**config.mk**
```make
export PLATFORM = sky130hd
export DESIGN_NAME = drp_ref_profile_regs
export DESIGN_NICKNAME = d
export VERILOG_FILES = /design/src/hw/drp_pkg.sv /design/src/hw/drp_ref_profile_regs.sv /design/src/hw/drp_byte_reg.sv /design/src/hw/drp_divider_ratio.sv
export VERILOG_INCLUDE_DIRS = /design/src /design/src/hw
export SDC_FILE = /design/constraint.sdc
export NUM_CORES = 1
export LEC_CHECK = 0
export ABC_AREA = 1
export BUFFER_PORTS_ARGS = -buffer_cell sky130_fd_sc_hd__buf_2
export CAP_MARGIN = 20
export CORE_ASPECT_RATIO = 0.6
export CORE_UTILIZATION = 39
export CTS_CLUSTER_SIZE = 24
export DETAILED_ROUTE_END_ITERATION = 12
export HOLD_SLACK_MARGIN = 0.06
export PLACE_DENSITY = 0.62
export SLEW_MARGIN = 20
export SYNTH_ARGS = -nofsm -noshare
export SYNTH_HDL_FRONTEND = slang
export SYNTH_SLANG_ARGS = --single-unit
```
**constraint.sdc**
```tcl
create_clock -name clk -period 1.7 [get_ports clk]
set_input_delay 0.17 -clock clk [delete_from_list [all_inputs] [get_ports clk]]
set_output_delay 0.17 -clock clk [all_outputs]
set_load 0.05 [all_outputs]
```
**src/hw/drp_consts.svh**
```systemverilog
// Offsets, field positions and reset values of the reference profile register bank.
`ifndef DRP_CONSTS_SVH
`define DRP_CONSTS_SVH

`define DRP_ADDR_W 16
`define DRP_OFS_PRIO_EN 16'h0567
`define DRP_OFS_BW_LO 16'h0568
`define DRP_OFS_BW_HI 16'h0569
`define DRP_OFS_FILT 16'h056A
`define DRP_OFS_INT_LO 16'h056B
`define DRP_OFS_INT_MID 16'h056C
`define DRP_OFS_INT_TOP 16'h056D
`define DRP_OFS_NUM_LO 16'h056E
`define DRP_OFS_NUM_MID 16'h056F
`define DRP_OFS_NUM_TOP 16'h0570
`define DRP_OFS_MOD_LO 16'h0571
`define DRP_OFS_MOD_MID 16'h0572
`define DRP_OFS_MOD_TOP 16'h0573

`define DRP_ENABLE_BIT 0
`define DRP_PRIO_LSB 1
`define DRP_PRIO_MSB 2
`define DRP_FILT_BIT 1

`define DRP_RST_PRIO_EN 8'h00
`define DRP_RST_BW_LO 8'hF4
`define DRP_RST_BW_HI 8'h01
`define DRP_RST_FILT 8'h00
`define DRP_RST_INT_LO 8'hCB
`define DRP_RST_INT_MID 8'h07
`define DRP_RST_INT_TOP 8'h00
`define DRP_RST_NUM_LO 8'h04
`define DRP_RST_NUM_MID 8'h00
`define DRP_RST_NUM_TOP 8'h00
`define DRP_RST_MOD_LO 8'h05
`define DRP_RST_MOD_MID 8'h00
`define DRP_RST_MOD_TOP 8'h00

`define DRP_MASK_PRIO_EN 8'h07
`define DRP_MASK_FILT 8'h02
`define DRP_MASK_INT_TOP 8'h01
`define DRP_MASK_TOP7 8'h7F

`endif

```
**src/hw/drp_pkg.sv**
```systemverilog
// Types shared by the reference profile register bank.
`default_nettype none
package drp_pkg;
  typedef enum logic [1:0] {
    DRP_PRIO_0 = 2'b00,
    DRP_PRIO_1 = 2'b01,
    DRP_PRIO_2 = 2'b10,
    DRP_PRIO_3 = 2'b11
  } drp_prio_t;
  typedef enum logic {
    DRP_FILT_NORMAL = 1'b0,
    DRP_FILT_HIGH = 1'b1
  } drp_filt_t;
endpackage
`default_nettype wire

```
**src/hw/drp_ref_profile_regs.sv**
```systemverilog
// Per-reference profile register bank for the second digital loop.
//
// The implementer's own choice: the strobed register port.
`include "drp_consts.svh"
`default_nettype none

// How it works
// - A two-bit priority field at bits 2:1 gives level 0 (highest) to 3 for this reference.
// - The loop may lock to this reference only while the enable bit 0 is 1, reset 0.
// - A 16-bit bandwidth factor over two bytes in 0.1 Hz steps resets to 500, that is 50 Hz.
// - Filter select bit 1 picks the normal 70 degree base filter at 0 and high margin at 1.
// - A 17-bit integer divider over three bytes holds ratio minus one, reset 0x007CB.
// - A 23-bit fraction numerator over three bytes, top byte bits 6:0, resets to 4.
// - A 23-bit fraction modulus over three bytes, top byte bits 6:0, resets to 5.
module drp_ref_profile_regs
  import drp_pkg::*;
#(
  parameter int INT_W = 17,
  parameter int FRAC_W = 23,
  parameter int BW_W = 16
) (
  input wire logic clk,
  input wire logic rst_n,
  input wire logic [`DRP_ADDR_W-1:0] reg_addr,
  input wire logic [7:0] reg_wdata,
  input wire logic reg_wr,
  input wire logic reg_rd,
  output logic [7:0] reg_rdata,
  output logic ref_enable,
  output drp_prio_t ref_priority,
  output logic [BW_W-1:0] loop_bw_scale,
  output drp_filt_t loop_filter_select,
  output logic [INT_W-1:0] integer_divide_ratio_m1,
  output logic [INT_W:0] integer_divide_ratio,
  output logic [FRAC_W-1:0] fraction_numerator,
  output logic [FRAC_W-1:0] fraction_modulus,
  output logic fraction_valid
);
  // ************************************************************
  // Parameter check
  // ************************************************************
  if (INT_W != 17 || FRAC_W != 23 || BW_W != 16) begin : g_bad_width
    $error("drp_ref_profile_regs: byte layout serves only 17, 23 and 16 bits");
  end

  // ************************************************************
  // Address decode
  // ************************************************************
  localparam int NREG = 13;
  logic [NREG-1:0] sel;
  logic [7:0] q [NREG];
  logic hit;

  always_comb begin
    sel = '0;
    case (reg_addr)
      `DRP_OFS_PRIO_EN: sel[0] = 1'b1;
      `DRP_OFS_BW_LO: sel[1] = 1'b1;
      `DRP_OFS_BW_HI: sel[2] = 1'b1;
      `DRP_OFS_FILT: sel[3] = 1'b1;
      `DRP_OFS_INT_LO: sel[4] = 1'b1;
      `DRP_OFS_INT_MID: sel[5] = 1'b1;
      `DRP_OFS_INT_TOP: sel[6] = 1'b1;
      `DRP_OFS_NUM_LO: sel[7] = 1'b1;
      `DRP_OFS_NUM_MID: sel[8] = 1'b1;
      `DRP_OFS_NUM_TOP: sel[9] = 1'b1;
      `DRP_OFS_MOD_LO: sel[10] = 1'b1;
      `DRP_OFS_MOD_MID: sel[11] = 1'b1;
      `DRP_OFS_MOD_TOP: sel[12] = 1'b1;
      default: sel = '0;
    endcase
    hit = |sel;
  end

  // ************************************************************
  // Register storage
  // ************************************************************
  localparam logic [7:0] RSTV [NREG] = '{
    `DRP_RST_PRIO_EN, `DRP_RST_BW_LO, `DRP_RST_BW_HI, `DRP_RST_FILT,
    `DRP_RST_INT_LO, `DRP_RST_INT_MID, `DRP_RST_INT_TOP,
    `DRP_RST_NUM_LO, `DRP_RST_NUM_MID, `DRP_RST_NUM_TOP,
    `DRP_RST_MOD_LO, `DRP_RST_MOD_MID, `DRP_RST_MOD_TOP};
  localparam logic [7:0] MASKV [NREG] = '{
    `DRP_MASK_PRIO_EN, 8'hFF, 8'hFF, `DRP_MASK_FILT,
    8'hFF, 8'hFF, `DRP_MASK_INT_TOP,
    8'hFF, 8'hFF, `DRP_MASK_TOP7,
    8'hFF, 8'hFF, `DRP_MASK_TOP7};

  // Bank of byte registers, reserved bits held at zero.
  genvar gi;
  generate
    for (gi = 0; gi < NREG; gi++) begin : g_reg
      drp_byte_reg #(
        .RST_VAL(RSTV[gi]),
        .MASK(MASKV[gi])
      ) u_reg (
        .clk(clk),
        .rst_n(rst_n),
        .wr_en(reg_wr && sel[gi]),
        .wr_data(reg_wdata),
        .q(q[gi])
      );
    end
  endgenerate

  // ************************************************************
  // Read port
  // ************************************************************
  logic [7:0] rdata_r;
  logic [7:0] rdata_nxt;

  // Unmapped addresses read as zero; data stands for one cycle only.
  always_comb begin
    rdata_nxt = 8'h00;
    if (reg_rd && hit) begin
      for (int i = 0; i < NREG; i++) begin
        if (sel[i]) begin
          rdata_nxt = q[i];
        end
      end
    end
  end

  always_ff @(posedge clk or negedge rst_n) begin
    if (!rst_n) begin
      rdata_r <= 8'h00;
    end else begin
      rdata_r <= rdata_nxt;
    end
  end

  assign reg_rdata = rdata_r;

  // ************************************************************
  // Settings toward the loop core
  // ************************************************************
  logic en_r;
  logic en_nxt;
  logic [1:0] prio_r;
  logic [1:0] prio_nxt;
  logic [BW_W-1:0] bw_r;
  logic [BW_W-1:0] bw_nxt;
  logic filt_r;
  logic filt_nxt;
  logic [INT_W-1:0] int_r;
  logic [INT_W-1:0] int_nxt;
  logic [FRAC_W-1:0] num_r;
  logic [FRAC_W-1:0] num_nxt;
  logic [FRAC_W-1:0] mod_r;
  logic [FRAC_W-1:0] mod_nxt;

  always_comb begin
    en_nxt = q[0][`DRP_ENABLE_BIT];
    prio_nxt = q[0][`DRP_PRIO_MSB:`DRP_PRIO_LSB];
    bw_nxt = {q[2], q[1]};
    filt_nxt = q[3][`DRP_FILT_BIT];
    int_nxt = {q[6][0], q[5], q[4]};
    num_nxt = {q[9][6:0], q[8], q[7]};
    mod_nxt = {q[12][6:0], q[11], q[10]};
  end

  always_ff @(posedge clk or negedge rst_n) begin
    if (!rst_n) begin
      en_r <= 1'(`DRP_RST_PRIO_EN >> `DRP_ENABLE_BIT);
      prio_r <= 2'(`DRP_RST_PRIO_EN >> `DRP_PRIO_LSB);
      bw_r <= {`DRP_RST_BW_HI, `DRP_RST_BW_LO};
      filt_r <= 1'(`DRP_RST_FILT >> `DRP_FILT_BIT);
      int_r <= 17'({`DRP_RST_INT_TOP & `DRP_MASK_INT_TOP, `DRP_RST_INT_MID, `DRP_RST_INT_LO});
      num_r <= 23'({`DRP_RST_NUM_TOP & `DRP_MASK_TOP7, `DRP_RST_NUM_MID, `DRP_RST_NUM_LO});
      mod_r <= 23'({`DRP_RST_MOD_TOP & `DRP_MASK_TOP7, `DRP_RST_MOD_MID, `DRP_RST_MOD_LO});
    end else begin
      en_r <= en_nxt;
      prio_r <= prio_nxt;
      bw_r <= bw_nxt;
      filt_r <= filt_nxt;
      int_r <= int_nxt;
      num_r <= num_nxt;
      mod_r <= mod_nxt;
    end
  end

  assign ref_enable = en_r;
  assign ref_priority = drp_prio_t'(prio_r);
  assign loop_bw_scale = bw_r;
  assign loop_filter_select = drp_filt_t'(filt_r);
  assign integer_divide_ratio_m1 = int_r;
  assign fraction_numerator = num_r;
  assign fraction_modulus = mod_r;

  // Divide ratio and fraction sanity for the feedback divider.
  drp_divider_ratio #(
    .INT_W(INT_W),
    .FRAC_W(FRAC_W)
  ) u_ratio (
    .clk(clk),
    .rst_n(rst_n),
    .int_minus_one(int_r),
    .numerator(num_r),
    .modulus(mod_r),
    .int_ratio(integer_divide_ratio),
    .frac_valid(fraction_valid)
  );
endmodule
`default_nettype wire

```
**src/hw/drp_byte_reg.sv**
```systemverilog
// One byte-wide software register with write mask and reset value.
`default_nettype none
module drp_byte_reg #(
  parameter logic [7:0] RST_VAL = 8'h00,
  parameter logic [7:0] MASK = 8'hFF
) (
  input wire logic clk,
  input wire logic rst_n,
  input wire logic wr_en,
  input wire logic [7:0] wr_data,
  output logic [7:0] q
);
  logic [7:0] q_r;
  logic [7:0] q_nxt;

  if ((RST_VAL & ~MASK) != 8'h00) begin : g_bad_reset
    $error("drp_byte_reg: reset value sets a reserved bit");
  end

  always_comb begin
    q_nxt = q_r;
    if (wr_en) begin
      q_nxt = wr_data & MASK;
    end
  end

  always_ff @(posedge clk or negedge rst_n) begin
    if (!rst_n) begin
      q_r <= RST_VAL;
    end else begin
      q_r <= q_nxt;
    end
  end

  assign q = q_r;
endmodule
`default_nettype wire

```
**src/hw/drp_divider_ratio.sv**
```systemverilog
// Registered feedback divide ratio and fraction valid flag for the loop core.
`default_nettype none
module drp_divider_ratio #(
  parameter int INT_W = 17,
  parameter int FRAC_W = 23
) (
  input wire logic clk,
  input wire logic rst_n,
  input wire logic [INT_W-1:0] int_minus_one,
  input wire logic [FRAC_W-1:0] numerator,
  input wire logic [FRAC_W-1:0] modulus,
  output logic [INT_W:0] int_ratio,
  output logic frac_valid
);
  logic [INT_W:0] int_ratio_r;
  logic [INT_W:0] int_ratio_nxt;
  logic frac_valid_r;
  logic frac_valid_nxt;

  if (INT_W < 1 || FRAC_W < 1) begin : g_bad_width
    $error("drp_divider_ratio: widths must be positive");
  end

  always_comb begin
    int_ratio_nxt = {1'b0, int_minus_one} + {{INT_W{1'b0}}, 1'b1};
    frac_valid_nxt = (modulus != '0) && (numerator < modulus);
  end

  always_ff @(posedge clk or negedge rst_n) begin
    if (!rst_n) begin
      int_ratio_r <= '0;
      frac_valid_r <= 1'b0;
    end else begin
      int_ratio_r <= int_ratio_nxt;
      frac_valid_r <= frac_valid_nxt;
    end
  end

  assign int_ratio = int_ratio_r;
  assign frac_valid = frac_valid_r;
endmodule
`default_nettype wire

```
==> impl_metrics.toml, run 1 <==
[final_layout]
drive_gt1_share_pct = 35.0
multi_input_area_um2 = 2810
nets = 1074
regArea_um2 = 4880
fin_area_um2 = 10400
syn_to_final_growth_pct = 31.5
antenna_cells = 0
fill_cells = 1768
final_cells = 1302

[clocking]
htree_levels = 4
tritoncts = "done"
clk_path_buf_depth = 2
clock_latency_ps = 430
cts_buffers = 17
clkSinkCount = 193
root_buffer = "clkbuf_16"
clk_pin_slew_ps = 70

[pwr]
leakage_nw = 5.29
vdd_drop_max_mv = 0.654
finalPower_mw = 9.00
powerDensity_nw_per_um2 = 864

[placement]
place_inst = 1257
port-buffer-count = 137
gp_congestion = 0.946
place.detailed.hpwl_um = 17300
place_area_um2 = 9580

[setup_path]
required_ps = 2010
cp-end-kind = "register"
cp-start-kind = "register"
critPathMaxStageDelay_ps = 650
rr_startpoint = "integer_divide_ratio_m1[1]"
path_cells = "nand3_4 > inv_2 > nand3_4 > inv_2 > nand3_2 > inv_2 > nand3_4 > nor3_4 > and3_4 > nand2_4 > xor2_1"
crit_type = "reg2reg"
r2r_end = "u_ratio.int_ratio[15]"
rr_worst_depth = 11
crit_end = "u_ratio.int_ratio[15]"
cp-startpoint = "integer_divide_ratio_m1[1]"
cpMaxStageDelayCell = "dfstp_4"
cp.arrival_ps = 2100
rrSetupSlack_ps = -80
crit_fanout = 3

[run_status]
violations = "negative setup slack"
outcome = "finished with violations"

[floorplan]
std_cell_rows = 39
start_util_pct = 40.7
ios = 138
die-area_um2 = 20900
die_h_um = 112
die_x_um = 186
coreArea_um2 = 19500

[global_routing]
grt_pass1_vias = 6025
antenna_found_initial = 0
grt_overflow = 0
grt_pass1_wl_um = 35500
grt.total_usage_pct = 23.1
grt_max_degree = 46

[synth]
synth-edff-count = 0
synth_top_cell_area_share_pct = 50.2
synthTopCellsByArea = "dfrtp_1 (50%), dfstp_2 (11%), nand2_1 (8.2%)"
syn-num-nets = 842
synth_area_um2 = 7920
syn_inst = 791
ys.flop_type = "dfrtp_1"
yosys_warnings = 0
synth_cell_types = 42
yosysTopAreaCell = "dfrtp_1"
synth_common_cells = "nand2_1 (174), dfrtp_1 (159), o21ai_0 (77)"
yosysSeqAreaShare_pct = 61.5
ys_ff_latch = 193
yosys.cell_count.top_type = "nand2_1"
avgSynthCellArea_um2 = 10.0
async_reset_ff_share_pct = 100

[timing]
max_freq_mhz = 560
whs_ps = 194
period_share_pct = 105
timing.slew.headroom_pct = 60.8
drv_slew = 0
skew_ps = 12.3
rsz0062_at_grt = "yes"
setup_ws_ps = -84.2
tightest_slew_ps = 588
hold_viol = 0
fin_crit_ps = 1780
finalSetupViolCount = 6

[route]
finalWirelength_um = 23100
ant_nets = 0
avgViaCountPerCell = 4.88
vias = 6359
dr.pass1.iters = 7
drcViolationCount = 0
post_drt_wl_per_cell_um = 17.7
drtIter0Drc = 553

[hold_path]
hold_class = "in2reg"

[run]
drv_cap = 0
==> state kept, by name (all words and copies together) (netlist names) <==
name                     flops
ref_enable                   1
integer_divide_ratio_m1     17
fraction_modulus            23
fraction_numerator          23
reg_rdata                    8
loop_bw_scale               16
loop_filter_select           1
g.u_reg.q                   83
u_ratio.frac_valid           1
ref_priority                 2
u_ratio.int_ratio           18
==> power breakdown <==
group,switching [mW],total (mW),leakage [nW],internal (mW)
logic,0.218,0.303,2.46,0.0843
registers,0.00148,4.59,2.54,4.59
clock network,1.96,4.10,0.288,2.15
total,2.18,9.00,5.29,6.83
==> routing by layer <==
metal / up-vias / share of wire, % / global-route usage [%]
met1: 3040 / 53 / 38.8
met2: 247 / 38 / 29.2
met4: 0 / 0.68 / 4.32
met5: - / 0 / 0
met3: 13 / 8.3 / 5.74
li1: 3059 / - / -
==> worst max-delay path, delay by kind of cell (launching register included) <==
family        cells  cell delay (ps)
simple gates      7              680
flops             1              650
buf+inv           3              210
xor+xnor          1              140
==> kinds of logic after synthesis <==
| logic type | share of synthesized area (%) |
|---|---|
| and+or+nand+nor | 18.4 |
| DFF | 61.5 |
| AOI/OAI and AO/OA | 10.2 |
| buffers and inverters | 4.91 |
| xor gates and xnor gates | 1.33 |
| adders and majority gates | 3.63 |
==> worst min-delay path by stage <==
| stage | startpoint | to | slack, ps | cells after the start |
|---|---|---|---|---|
| floorplan | rst_n | fraction_modulus[10] | -130 | 0 |
| CTS | reg_wr | g_reg[3].u_reg.q[1] | 190 | 3 |
| global placement | rst_n | u_ratio.int_ratio[10] | 120 | 1 |
| detailed placement | rst_n | u_ratio.int_ratio[6] | 120 | 1 |
| global route | rst_n | u_ratio.int_ratio[10] | 250 | 2 |
| finish | reg_wr | g_reg[3].u_reg.q[1] | 190 | 3 |
==> stage by stage <==
stage	util, %	setup slack, ps	setup TNS (ps)
2_1_floorplan	-	-284	-919
3_3_place_gp	49.2	-463	-8880
3_5_place_dp	49.2	-373	-8790
4_1_cts	52.9	-96.6	-372
5_1_grt	53.5	-216	-1030
6_report	53.5	-84.2	-333
==> cell usage in the layout (no fill, tap or decap), types with 15 or more instances in the layout <==
master	instances
ha_1	21
nor2_1	53
dfstp_2	32
nand2_1	168
o21ai_0	77
nand3_1	22
dfrtp_1	158
o21ai_1	19
clkbuf_16	17
buf_2	136
buf_4	83
inv_1	64
a21oi_1	38
inv_2	15
==> what timing repair did <==
action,4_1_cts,5_1_grt
buffers inserted,5,4
hold buffers,4,0
hold endpoints to repair,149,0
gates resized for setup,9,18
setup endpoints to repair,5,12
pin swaps,6,10
==> layout make-up <==
type                            count  share of cell area, %
Tap cell                          266                   3.20
Clock inverter                     14                   1.61
Inverter                           80                   2.91
Timing Repair Buffer              230                   14.2
Multi-Input combinational cell    501                   27.0
Clock buffer                       18                   4.22
Sequential cell                   193                   46.9
Note: power is estimated with default switching activity, not from simulation.
==> inputs of run 2 (changes only) <==
--- a/config.mk
+++ b/config.mk
@@ -15,6 +15,7 @@
 export DETAILED_ROUTE_END_ITERATION = 12
 export HOLD_SLACK_MARGIN = 0.06
 export PLACE_DENSITY = 0.62
+export SETUP_SLACK_MARGIN = 0.2
 export SLEW_MARGIN = 20
 export SYNTH_ARGS = -nofsm -noshare
 export SYNTH_HDL_FRONTEND = slang
==> run 2 against run 1 <==
The flow still finishes with violations (negative setup slack). Hold slack better by 22 ps. Global-route usage increased by 0.067 points. Design area increased by 2.9%. Clock-buffer cell count unchanged. Core utilization is 1.5 points higher. Worst setup slack got worse by 44 ps. Routed wire length increased by 1.7%. Highest routed layer unchanged. Largest cell class unchanged. Clock power barely moved.
==> impl_metrics.toml, run 2 (same netlist as run 1, synthesis figures left out) <==
[pwr]
leakage_nw = 5.35
vdd_drop_max_mv = 0.719
powerDensity_nw_per_um2 = 843

[final_layout]
nets = 1062
fill_cells = 1714
final_cells = 1292
largest_reg_flops = 83
drive_gt1_share_pct = 38.5
final_cell_mix = "nand2_1 (164), dfrtp_1 (157), buf_2 (128), o21ai_0 (72), inv_1 (62)"
final_common_cell = "nand2_1"
syn_to_final_growth_pct = 35.2

[global_routing]
grt_overflow = 0
antenna_found_initial = 1
grt_pass1_wl_um = 35400
grt.total_usage_pct = 23.2
grt_max_degree = 72
grt_pass1_vias = 6085

[timing]
rsz0062_at_grt = "yes"
fin_crit_ps = 1830
drv_slew = 0
tightest_slew_ps = 625
setup_tns_ps = -431
timing.slew.headroom_pct = 58.3
hold_viol = 0
whs_ps = 216
setup_ws_ps = -128
skew_ps = 14.4
period_share_pct = 108
max_freq_mhz = 547
finalSetupViolCount = 6

[hold_path]
hold_depth = 3
holdCritStartpoint = "reg_wr"
hold_class = "in2reg"
min_to = "g_reg[6].u_reg.q[0]"

[clocking]
cts_buffers = 17
clk_pin_slew_ps = 70
clkSinkCount = 193
root_buffer = "clkbuf_16"
clock_latency_ps = 430
htree_levels = 4
tritoncts = "done"
clk_path_buf_depth = 2

[setup_path]
rr_startpoint = "integer_divide_ratio_m1[1]"
crit_type = "reg2reg"
cp-end-kind = "register"
r2r_end = "u_ratio.int_ratio[14]"
cp-start-kind = "register"
cp.arrival_ps = 2140
rrSetupSlack_ps = -130
rr_worst_depth = 9
required_ps = 2010
crit_fanout = 2

[run_status]
outcome = "finished with violations"
violations = "negative setup slack"

[route]
post_drt_wl_per_cell_um = 18.2
finalWirelength_um = 23500
dr.pass1.iters = 5
vias = 6378
drtIter0Drc = 594
ant_nets = 0
avgViaCountPerCell = 4.94
drcViolationCount = 0

[floorplan]
coreArea_um2 = 19500
start_util_pct = 40.7
die-area_um2 = 20900
die_x_um = 186
std_cell_rows = 39
die_h_um = 112
ios = 138

[placement]
port-buffer-count = 137
place.detailed.hpwl_um = 17100
gp_congestion = 0.965
place_inst = 1238

[run]
drv_cap = 0
-- run 2: final cells by class --
type                       count  area, um2  area share, %
inverter                      80        310           2.90
clock inverter                14        170           1.59
multi-input combinational    501       3080           28.7
clock buffer                  18        429           4.01
timing repair buffer         218       1500           14.0
antenna                        2       5.00         0.0467
tap                          266        333           3.11
sequential                   193       4880           45.6
-- run 2: worst max path at each step --
| stage | start | endpoint | slack, ps |
|---|---|---|---|
| after floorplan | integer_divide_ratio_m1[0] | u_ratio.int_ratio[15] | -280 |
| after global placement | reg_addr[9] | reg_rdata[6] | -300 |
| after detailed placement | reg_addr[9] | reg_rdata[6] | -300 |
| after CTS | integer_divide_ratio_m1[1] | u_ratio.int_ratio[15] | -100 |
| after global routing | integer_divide_ratio_m1[1] | u_ratio.int_ratio[14] | -200 |
| final | integer_divide_ratio_m1[1] | u_ratio.int_ratio[14] | -130 |
-- run 2: routing by layer --
| layer | global-route usage (%) | vias up | share of wire [%] | routed length (um) |
|---|---|---|---|---|
| met5 | 0 | - | 0 | 0 |
| met4 | 3.50 | 0 | 0.51 | 121 |
| met3 | 7.50 | 14 | 9.5 | 2240 |
| met2 | 29.6 | 269 | 39 | 9080 |
| met1 | 37.8 | 3064 | 51 | 12100 |
| li1 | - | 3031 | - | - |
-- run 2: per-stage QoR --
step / instance area, um2 / util, % / worst slack (ps) / power [mW]
6_report: 10700 / 55.0 / -128 / 9.03
5_1_grt: 10700 / 55.0 / -199 / 9.29
4_1_cts: 10200 / 52.4 / -97.8 / 9.06
3_5_place_dp: 9440 / 48.5 / -302 / 4.97
3_3_place_gp: 9440 / 48.5 / -297 / 4.97
2_1_floorplan: 8000 / - / -284 / 4.75
-- run 2: critical path, cell delays in order, from the launching register on --
cell and delay, ps:
dfstp_4 650, buf_12 110, ha_4 150, nand3_4 100, nor2_4 110, nand2_2 80, nor2_4 100, nand4_1 120
buf_4 170, xor2_1 130
-- run 2: where the power goes --
| part | internal [mW] | switching [mW] |
|---|---|---|
| logic | 0.0825 | 0.225 |
| registers | 4.59 | 0.00154 |
| clock network | 2.23 | 1.89 |
-- run 2: repair_timing --
action,4_1_cts,5_1_grt
setup buffers,3,13
hold endpoints to repair,110,0
pin swaps,12,28
setup endpoints to repair,15,24
gates resized for setup,25,93
gates cloned,0,0
hold buffers,4,0
